<file path="config.mk">
export PLATFORM = sky130hd
export DESIGN_NAME = ubrx_top
export DESIGN_NICKNAME = d
export VERILOG_FILES = /design/src/rtl/ubrx_pkg.sv /design/src/rtl/ubrx_top.sv /design/src/rtl/ubrx_sync.sv /design/src/rtl/ubrx_timer.sv
export SDC_FILE = /design/constraint.sdc
export NUM_CORES = 1
export LEC_CHECK = 0
export BUFFER_PORTS_ARGS = -buffer_cell sky130_fd_sc_hd__buf_2
export CORE_MARGIN = 1
export CORE_UTILIZATION = 50
export CTS_BUF_LIST = sky130_fd_sc_hd__clkbuf_16
export DETAILED_ROUTE_END_ITERATION = 8
export PLACE_DENSITY_LB_ADDON = 0.15
export SKIP_LAST_GASP = 1
export SLEW_MARGIN = 20
export SYNTH_ARGS = -nofsm -noshare
export SYNTH_HDL_FRONTEND = slang
export SYNTH_SLANG_ARGS = --single-unit
</file>
<file path="constraint.sdc">
create_clock -name ref_clk_i -period 1.7 [get_ports ref_clk_i]
set_input_delay 0.255 -clock ref_clk_i [delete_from_list [all_inputs] [get_ports ref_clk_i]]
set_output_delay 0.255 -clock ref_clk_i [all_outputs]
set_load 0.02 [all_outputs]
</file>
<file path="src/rtl/ubrx_pkg.sv">
// Purpose: Shared constants for the unblock receiver logic
// Assumes: 250 MHz reference clock; 1 ms timing tick
// Notes:   Pin bit positions, state codes and timing figures
// ==========================================================================
package ubrx_pkg;

    // ======================================================================
    // Synchronised pin vector layout
    localparam int PIN_W           = 8;
    localparam int PIN_BLOCK       = 0;
    localparam int PIN_UNBLOCK     = 1;
    localparam int PIN_TRIP_FD     = 2;
    localparam int PIN_PERM_FD     = 3;
    localparam int PIN_UNDERREACH  = 4;
    localparam int PIN_TT_RX       = 5;
    localparam int PIN_UTT_MODE    = 6;
    localparam int PIN_PERM_MODE   = 7;

    // ======================================================================
    // Timing
    localparam int CLK_PERIOD_PS   = 4000;
    localparam int TICK_NS         = 1000000;
    localparam int TICK_CYCLES     = (TICK_NS * 1000) / CLK_PERIOD_PS;
    localparam int UNBLOCK_WIN_MS  = 150;
    localparam int CHAN_FAIL_MS    = 150;
    localparam int OPEN_BRK_MS     = 1000;

    // ======================================================================
    // Channel supervision states
    typedef enum logic [3:0] {
        ST_GUARD   = 4'h1,
        ST_WINDOW  = 4'h2,
        ST_LOCKOUT = 4'h4,
        ST_UNBLK   = 4'h8
    } ubrx_state_t;

    localparam logic [PIN_W-1:0] PIN_RESET = 8'h01;

endpackage

</file>
<file path="src/rtl/ubrx_top.sv">
// Purpose: Unblock channel supervision, trip permission and keying
// Assumes: All inputs are pins, asynchronous to ref_clk_i
// Notes:   Counts are parameters so simulation can shorten them
`timescale 1ns/1ps
`default_nettype none
module ubrx_top #(
    parameter int TICK_CYCLES    = ubrx_pkg::TICK_CYCLES,
    parameter int UNBLOCK_WIN_MS = ubrx_pkg::UNBLOCK_WIN_MS,
    parameter int CHAN_FAIL_MS   = ubrx_pkg::CHAN_FAIL_MS,
    parameter int OPEN_BRK_MS    = ubrx_pkg::OPEN_BRK_MS
) (
    input  wire logic ref_clk_i,
    input  wire logic rst_n_i,
    input  wire logic block_rx_i,
    input  wire logic unblock_rx_i,
    input  wire logic trip_fault_det_i,
    input  wire logic permissive_fault_detector_i,
    input  wire logic underreach_trip_det_i,
    input  wire logic transfer_trip_rx_i,
    input  wire logic utt_mode_i,
    input  wire logic permissive_mode_i,
    output logic      receiver_trip_relay_o,
    output logic      trip_o,
    output logic      channel_fail_alarm_o,
    output logic      lockout_o,
    output logic      key_unblock_o,
    output logic      power_boost_o,
    output logic      key_transfer_trip_o,
    output logic      open_breaker_o
);

    localparam int TW = $clog2(TICK_CYCLES + 1);

    if (TICK_CYCLES < 1) begin : g_bad_tick
        $error("ubrx_top TICK_CYCLES must be at least one");
    end

    // ======================================================================
    // State
    typedef struct packed {
        logic [TW-1:0]        tick_cnt;
        logic                 tick;
        ubrx_pkg::ubrx_state_t fsm;
        logic                 rr;
        logic                 trip;
        logic                 alarm;
        logic                 lockout;
        logic                 key_unblock;
        logic                 boost;
        logic                 key_tt;
        logic                 open_brk;
    } ubrx_top_t;

    ubrx_top_t st_q;
    ubrx_top_t st_d;

    logic [ubrx_pkg::PIN_W-1:0] pins_async;
    logic [ubrx_pkg::PIN_W-1:0] pins;
    logic                       block_s;
    logic                       unblock_s;
    logic                       trip_fd_s;
    logic                       perm_fd_s;
    logic                       ur_s;
    logic                       tt_rx_s;
    logic                       utt_s;
    logic                       perm_mode_s;
    logic                       win_done;
    logic                       chf_done;
    logic                       obk_done;
    logic                       chf_run;
    logic                       remote_trip;
    logic                       perm;
    logic                       tt_term;

    // ======================================================================
    // Pin synchronisers
    always_comb begin
        pins_async                            = '0;
        pins_async[ubrx_pkg::PIN_BLOCK]       = block_rx_i;
        pins_async[ubrx_pkg::PIN_UNBLOCK]     = unblock_rx_i;
        pins_async[ubrx_pkg::PIN_TRIP_FD]     = trip_fault_det_i;
        pins_async[ubrx_pkg::PIN_PERM_FD]     = permissive_fault_detector_i;
        pins_async[ubrx_pkg::PIN_UNDERREACH]  = underreach_trip_det_i;
        pins_async[ubrx_pkg::PIN_TT_RX]       = transfer_trip_rx_i;
        pins_async[ubrx_pkg::PIN_UTT_MODE]    = utt_mode_i;
        pins_async[ubrx_pkg::PIN_PERM_MODE]   = permissive_mode_i;
    end

    ubrx_sync #(
        .W       (ubrx_pkg::PIN_W),
        .RST_VAL (ubrx_pkg::PIN_RESET)
    ) u_sync (
        .ref_clk_i (ref_clk_i),
        .rst_n_i   (rst_n_i),
        .async_i   (pins_async),
        .sync_o    (pins)
    );

    assign block_s     = pins[ubrx_pkg::PIN_BLOCK];
    assign unblock_s   = pins[ubrx_pkg::PIN_UNBLOCK];
    assign trip_fd_s   = pins[ubrx_pkg::PIN_TRIP_FD];
    assign perm_fd_s   = pins[ubrx_pkg::PIN_PERM_FD];
    assign ur_s        = pins[ubrx_pkg::PIN_UNDERREACH];
    assign tt_rx_s     = pins[ubrx_pkg::PIN_TT_RX];
    assign utt_s       = pins[ubrx_pkg::PIN_UTT_MODE];
    assign perm_mode_s = pins[ubrx_pkg::PIN_PERM_MODE];

    // ======================================================================
    // Window timers
    assign chf_run     = !block_s && !unblock_s;
    assign remote_trip = utt_s ? tt_rx_s : unblock_s;

    ubrx_timer #(
        .LIMIT (UNBLOCK_WIN_MS)
    ) u_win_tmr (
        .ref_clk_i (ref_clk_i),
        .rst_n_i   (rst_n_i),
        .tick_i    (st_q.tick),
        .run_i     (st_q.fsm == ubrx_pkg::ST_WINDOW),
        .done_o    (win_done)
    );

    ubrx_timer #(
        .LIMIT (CHAN_FAIL_MS)
    ) u_chf_tmr (
        .ref_clk_i (ref_clk_i),
        .rst_n_i   (rst_n_i),
        .tick_i    (st_q.tick),
        .run_i     (chf_run),
        .done_o    (chf_done)
    );

    ubrx_timer #(
        .LIMIT (OPEN_BRK_MS)
    ) u_obk_tmr (
        .ref_clk_i (ref_clk_i),
        .rst_n_i   (rst_n_i),
        .tick_i    (st_q.tick),
        .run_i     (remote_trip),
        .done_o    (obk_done)
    );

    // ======================================================================
    // Permission terms
    // Block is checked here too, so permission drops the cycle block returns
    assign perm = unblock_s ||
                  (!block_s && (st_q.fsm == ubrx_pkg::ST_WINDOW) &&
                   !win_done && !chf_done);
    assign tt_term = tt_rx_s && (!perm_mode_s || perm_fd_s);

    // ======================================================================
    // Next state
    always_comb begin
        st_d = st_q;
        // Millisecond tick shared by all timers
        if (st_q.tick_cnt == TW'(TICK_CYCLES - 1)) begin
            st_d.tick_cnt = '0;
            st_d.tick     = 1'b1;
        end else begin
            st_d.tick_cnt = st_q.tick_cnt + TW'(1);
            st_d.tick     = 1'b0;
        end

        case (st_q.fsm)
            ubrx_pkg::ST_GUARD: begin
                if (unblock_s) begin
                    st_d.fsm = ubrx_pkg::ST_UNBLK;
                end else if (!block_s) begin
                    st_d.fsm = ubrx_pkg::ST_WINDOW;
                end
            end
            ubrx_pkg::ST_WINDOW: begin
                if (unblock_s) begin
                    st_d.fsm = ubrx_pkg::ST_UNBLK;
                end else if (block_s) begin
                    st_d.fsm = ubrx_pkg::ST_GUARD;
                end else if (win_done || chf_done) begin
                    st_d.fsm = ubrx_pkg::ST_LOCKOUT;
                end
            end
            ubrx_pkg::ST_UNBLK: begin
                // Unblock vanishing without block is a dead channel: no fresh window
                if (block_s) begin
                    st_d.fsm = ubrx_pkg::ST_GUARD;
                end else if (!unblock_s) begin
                    st_d.fsm = ubrx_pkg::ST_LOCKOUT;
                end
            end
            ubrx_pkg::ST_LOCKOUT: begin
                if (block_s) begin
                    st_d.fsm = ubrx_pkg::ST_GUARD;
                end
            end
            default: begin
                st_d.fsm = ubrx_pkg::ST_GUARD;
            end
        endcase

        // Alarm holds until the guard tone returns
        if (chf_done) begin
            st_d.alarm = 1'b1;
        end else if (block_s) begin
            st_d.alarm = 1'b0;
        end
        st_d.lockout  = (st_d.fsm == ubrx_pkg::ST_LOCKOUT);
        st_d.open_brk = obk_done;

        if (utt_s) begin
            st_d.rr   = tt_term;
            st_d.trip = ur_s || tt_term || (obk_done && trip_fd_s);
        end else begin
            st_d.rr   = perm;
            st_d.trip = trip_fd_s && (perm || obk_done);
        end
        st_d.key_unblock = !utt_s && trip_fd_s;
        st_d.boost       = !utt_s && trip_fd_s;
        st_d.key_tt      = utt_s && ur_s;
    end

    always_ff @(posedge ref_clk_i or negedge rst_n_i) begin
        if (!rst_n_i) begin
            st_q          <= '0;
            st_q.fsm      <= ubrx_pkg::ST_GUARD;
        end else begin
            st_q <= st_d;
        end
    end

    assign receiver_trip_relay_o = st_q.rr;
    assign trip_o                = st_q.trip;
    assign channel_fail_alarm_o  = st_q.alarm;
    assign lockout_o             = st_q.lockout;
    assign key_unblock_o         = st_q.key_unblock;
    assign power_boost_o         = st_q.boost;
    assign key_transfer_trip_o   = st_q.key_tt;
    assign open_breaker_o        = st_q.open_brk;
endmodule
`default_nettype wire

</file>
<file path="src/rtl/ubrx_sync.sv">
// Purpose: Three-stage input synchroniser with agreement filter
// Assumes: Inputs asynchronous to ref_clk_i
// Notes:   Output follows only when stages two and three agree
`timescale 1ns/1ps
`default_nettype none
module ubrx_sync #(
    parameter int               W       = 1,
    parameter logic [W-1:0]     RST_VAL = '0
) (
    input  wire logic           ref_clk_i,
    input  wire logic           rst_n_i,
    input  wire logic [W-1:0]   async_i,
    output logic      [W-1:0]   sync_o
);

    typedef struct packed {
        logic [W-1:0] s1;
        logic [W-1:0] s2;
        logic [W-1:0] s3;
        logic [W-1:0] out;
    } ubrx_sync_t;

    ubrx_sync_t st_q;
    ubrx_sync_t st_d;

    // ======================================================================
    // Filter
    always_comb begin
        st_d    = st_q;
        st_d.s1 = async_i;
        st_d.s2 = st_q.s1;
        st_d.s3 = st_q.s2;
        for (int i = 0; i < W; i++) begin
            // Glitch of one cycle never reaches the output
            if (st_q.s2[i] == st_q.s3[i]) begin
                st_d.out[i] = st_q.s3[i];
            end
        end
    end

    always_ff @(posedge ref_clk_i or negedge rst_n_i) begin
        if (!rst_n_i) begin
            st_q <= {RST_VAL, RST_VAL, RST_VAL, RST_VAL};
        end else begin
            st_q <= st_d;
        end
    end

    assign sync_o = st_q.out;

endmodule
`default_nettype wire

</file>
<file path="src/rtl/ubrx_timer.sv">
// Purpose: Saturating tick counter for a timing window
// Assumes: tick_i is a one-cycle pulse
// Notes:   Clears at once when run_i falls
`timescale 1ns/1ps
`default_nettype none
module ubrx_timer #(
    parameter int LIMIT = 150
) (
    input  wire logic ref_clk_i,
    input  wire logic rst_n_i,
    input  wire logic tick_i,
    input  wire logic run_i,
    output logic      done_o
);

    localparam int CW = $clog2(LIMIT + 1);

    if (LIMIT < 1) begin : g_bad_limit
        $error("ubrx_timer LIMIT must be at least one");
    end

    typedef struct packed {
        logic [CW-1:0] cnt;
    } ubrx_tmr_t;

    ubrx_tmr_t st_q;
    ubrx_tmr_t st_d;

    // ======================================================================
    // Counter
    always_comb begin
        st_d = st_q;
        if (!run_i) begin
            st_d.cnt = '0;
        end else if (tick_i && (st_q.cnt != CW'(LIMIT))) begin
            st_d.cnt = st_q.cnt + CW'(1);
        end
    end

    always_ff @(posedge ref_clk_i or negedge rst_n_i) begin
        if (!rst_n_i) begin
            st_q <= '0;
        end else begin
            st_q <= st_d;
        end
    end

    // Resolution one tick: window may close up to one tick early
    assign done_o = (st_q.cnt == CW'(LIMIT));

endmodule
`default_nettype wire

</file>
# After elaboration in Yosys (flattened, before gate mapping)
# Cells that the tools add are included.
# totals
regBits	88
input_bits	10
out_inout_bits	8
wordCells	96
# classes
addsub	4
n_eq_ne	23
mux	20
n_reduce_logical	25
# op_table
cell	n
$mux 4	8
$mux 8	4
$mux 10	2
$mux 19	1
$add 18x1->18 const B	1
$eq 18x18->1 const B	1
$add 8x1->8 const B	2
$eq 8x8->1 const B	2
$ne 8x8->1 const B	2
$pmux 4 s4	1
$logic_and 1x1->1	12
$add 10x1->10 const B	1
$eq 10x10->1 const B	1
$ne 10x10->1 const B	1
$eq 1x1->1	8
$eq 4x3->1 const B	2
$logic_not 1->1	6
$logic_or 1x1->1	6
$ne 2x2->1 const B	3
$eq 4x1->1 const B	1
$eq 4x2->1 const B	1
$eq 4x4->1 const B	1
$mux 1	3
$mux 2	1
$reduce_bool 2->1	1

# Depth between registers and ports, before layout
# depth
depth_word	8
mapped_depth	6
mapped_depth_nobuf	6

# By module
# From an unflattened synthesis, not the netlist that was laid out.
# hier_totals
hier_cells	344
hier_area_um2	3872.5
# modules_own_cells
module	n_inst	cells_each	area_each_um2	seq_area_each_um2
ubrx_top	1	140	1415.1	752.0
ubrx_sync	1	48	955.9	805.8
ubrx_timer (u_chf_tmr ...)	2	45	440.4	200.2
ubrx_timer (u_obk_tmr)	1	66	620.6	250.2

# Worst setup path before layout
# OpenSTA, ideal clock, no wires.
# synth_path
kind	reg2reg
start	register u_win_tmr.st_q[0] in the netlist's numbering
end	register st_q, in the netlist trip_o
setup_ns	0.134
arrival_time_ns	1.554
required_ns	1.566
slack_ns	0.012
path_stages_with_launch	7
n_path_buf	0
synth_period_minus_slack_ns	1.688
cell_sequence	dfrtp_1 > inv_1 > ha_1 > or3b_4 > or2_4 > a31oi_1 > o221ai_2
# synth_lines
item	line_no	source
start, declared	ubrx_timer.sv:26	ubrx_tmr_t st_q;
start signal, assigned	ubrx_timer.sv:44	st_q <= st_d;
end signal, assigned	ubrx_top.sv:225	st_q <= st_d;
end, declared	ubrx_top.sv:54	ubrx_top_t st_q;

==> flow_summary.json <==
{
  "status": "finished clean",
  "nFillCells": 597,
  "power.density_nw_per_um2": 1000,
  "p_total_uw": 4420,
  "hold_viol_final": 0,
  "min_from": "block_rx_i",
  "path_class": "flip-flop to flip-flop",
  "antenna_found_initial": 0,
  "fin_cells": 468,
  "routed_via_density": 5.07,
  "start_util_pct": 51.4,
  "core_um2": 7210,
  "cap_violations": 0,
  "clock_latency_ps": 330,
  "period_share_pct": 96.6,
  "io_pins": 18,
  "ys_types": 56,
  "post-route-min-period_ps": 1640,
  "grt_max_degree": 42,
  "final_common_cell": "dfrtp_1",
  "grt-ovfl-total": 0,
  "dieArea_um2": 7760,
  "ys_ff_latch": 88,
  "numCtsBuffers": 9,
  "cp_data_required_time_ps": 1910,
  "drcViolationCount": 0,
  "vdd_drop_max_mv": 0.766,
  "syn_avg_cell_area_um2": 11.7,
  "path_clk_slew_ps": 70,
  "finalSetupTns_ps": 0,
  "synth-main-ff-cell": "dfrtp_1",
  "setup_ws_ps": 57.0,
  "routabilityCongestion": 0.767,
  "dp.cells": 450,
  "slew_viol_final": 0,
  "end_kind": "flip-flop",
  "hp-class": "primary input to flip-flop",
  "tightest_slew_ps": 501,
  "synthArstFlopShare_pct": 100,
  "clkSinkCount": 88,
  "cp-start-kind": "flip-flop",
  "routedWlPerCell_um": 13.0,
  "worstReg2RegStart": "u_chf_tmr.st_q[0]",
  "row_count": 31,
  "critPathArrivalTime_ps": 1850,
  "fin_skew_ps": 10.3,
  "antenna_left": 0,
  "mostFrequentLayoutCells": "83 x dfrtp_1, 33 x nor2_1, 24 x buf_4, 20 x inv_1, 17 x nand3_1",
  "routed_wl_um": 6090,
  "synthCells": 317,
  "rsz0062_at_grt": "yes",
  "cts_tree": "done",
  "drt-initial-drc-count": 72,
  "synth_area_um2": 3710,
  "worstPathMaxFanout": 8,
  "drive_gt1_share_pct": 22.5,
  "root_buffer": "clkbuf_16",
  "nets": 381,
  "die_w_um": 88.1,
  "p_leak_uw": 0.00196,
  "antenna-diode-count": 0,
  "vias": 2373,
  "setup_viol": 0,
  "drt_pre_antenna_iters": 4,
  "track_usage_pct": 18.3,
  "holdWs_ps": 20.5,
  "synthesis.nets": 334,
  "htreeDepth": 3,
  "synth_seq_area_share_pct": 59.6,
  "hpwlAfterDp_um": 4250,
  "yosys_warnings": 0,
  "synth-edff-count": 0,
  "max_slew_margin_pct": 66.3,
  "grt_pass1_wl_um": 10500,
  "grt_pass1_vias": 2334,
  "fmax_mhz": 609,
  "area_delta_synth_final_pct": 19.1,
  "preCtsSetupSlack_ps": -102,
  "cp-startpoint": "u_chf_tmr.st_q[0]",
  "portBuffers": 17,
  "clock_path_buffers": 2,
  "dieHeight_um": 88.1
}
## critical path, stage by stage (launching register included)
cell and delay (ps):
dfrtp_1 340, inv_1 70, ha_1 190, and4bb_2 270
nand3_4 150, nand3b_1 100, a2111oi_1 400
## metal layers
metal  vias up  part of all wire (%)  GRT usage (%)
li1       1193                     -              -
met1      1150                    49           24.3
met2        24                    47           28.4
met3         6                   2.4           5.09
met4         0                   1.6           7.62
met5         -                     0              0
## cell families (layout without fill, tap and decap cells)
kind of cell,count (synthesis),count (layout),share of synthesized area [%]
buffers and inverters,26,78,2.97
AND/OR/NAND/NOR,120,120,18.2
AO/OA/AOI/OAI,34,34,6.65
XOR/XNOR,31,31,7.32
multiplexers,3,3,0.810
adder cells (fa/ha/maj),15,15,4.52
flip-flops,88,88,59.6
## stage by stage
stage / utilization [%] / instance area (µm²)
floorplan: - / 3710
finish: 61.2 / 4410
global route: 61.2 / 4410
CTS: 60.6 / 4370
global placement: 56.4 / 4070
detailed placement: 56.4 / 4070
## registers in the layout (all words and copies together) (netlist names), 8 cells and up
signal and flops:
u_sync.st_q 8, u_sync.sync_o 8, u_win_tmr.st_q 8, u_chf_tmr.st_q 8
u_sync.st_d 16, u_obk_tmr.st_q 10, st_q 23
## report_power, final
| group | internal, µW | leakage [µW] | switching [µW] | total, µW |
|---|---|---|---|---|
| logic | 145 | 0.000691 | 191 | 336 |
| clock network | 1000 | 0.000144 | 811 | 1820 |
| registers | 2200 | 0.00113 | 72.3 | 2270 |
## cell usage after synthesis, types with 2 or more instances
cell       instances  area [µm²]
a2111oi_0          2        17.5
a211oi_1           2        15.0
a21oi_1            8        40.0
a31oi_1            2        12.5
and3_1             5        31.3
buf_4              3        22.5
clkbuf_1           2        7.51
dfrtp_1           83        2080
dfstp_2            5         131
ha_1               7        87.6
inv_1             20        75.1
maj3_1             8        80.1
mux2i_1            3        30.0
nand2_1           13        48.8
nand2b_1           6        37.5
nand3_1           17        85.1
nand3_2            3        30.0
nand4_1            8        50.1
nor2_1            33         124
nor2b_1            3        18.8
nor3_1            10        50.1
nor4_1             3        18.8
o211ai_1           2        15.0
o21ai_0            5        25.0
o221ai_2           2        30.0
o31ai_1            2        15.0
or2_2              2        12.5
xnor2_1           16         140
xor2_1            15         131
## repair_timing
item / 4_1_cts / 5_1_grt
pin swaps: 0 / 2
endpoints found under the setup margin: 2 / 11
hold buffers: 1 / 0
buffers inserted: 0 / 1
gates resized for setup: 2 / 7
hold endpoints to repair: 20 / 0
## cell type report
class	count	area (µm²)	area share [%]
Inverter	20	75.1	1.70
Multi-Input combinational cell	203	1440	32.6
Clock buffer	9	225	5.10
Sequential cell	88	2210	50.0
Tap cell	99	124	2.81
Clock inverter	7	51.3	1.16
Timing Repair Buffer	42	290	6.58
## final timing paths
check / endpoint / slack (ps) / cells past startpoint
min in group asynchronous: u_obk_tmr.st_q[6] / 360 / 2
worst min register to register: u_sync.st_d[10] / 350 / 0
max in group asynchronous: st_q[8] / 630 / 3
worst max-delay path: st_q[9] / 60 / 6
worst max register to register: st_q[9] / 60 / 6
worst min-delay path: u_sync.st_d[16] / 20 / 1
(Power assumes the default switching activity.)
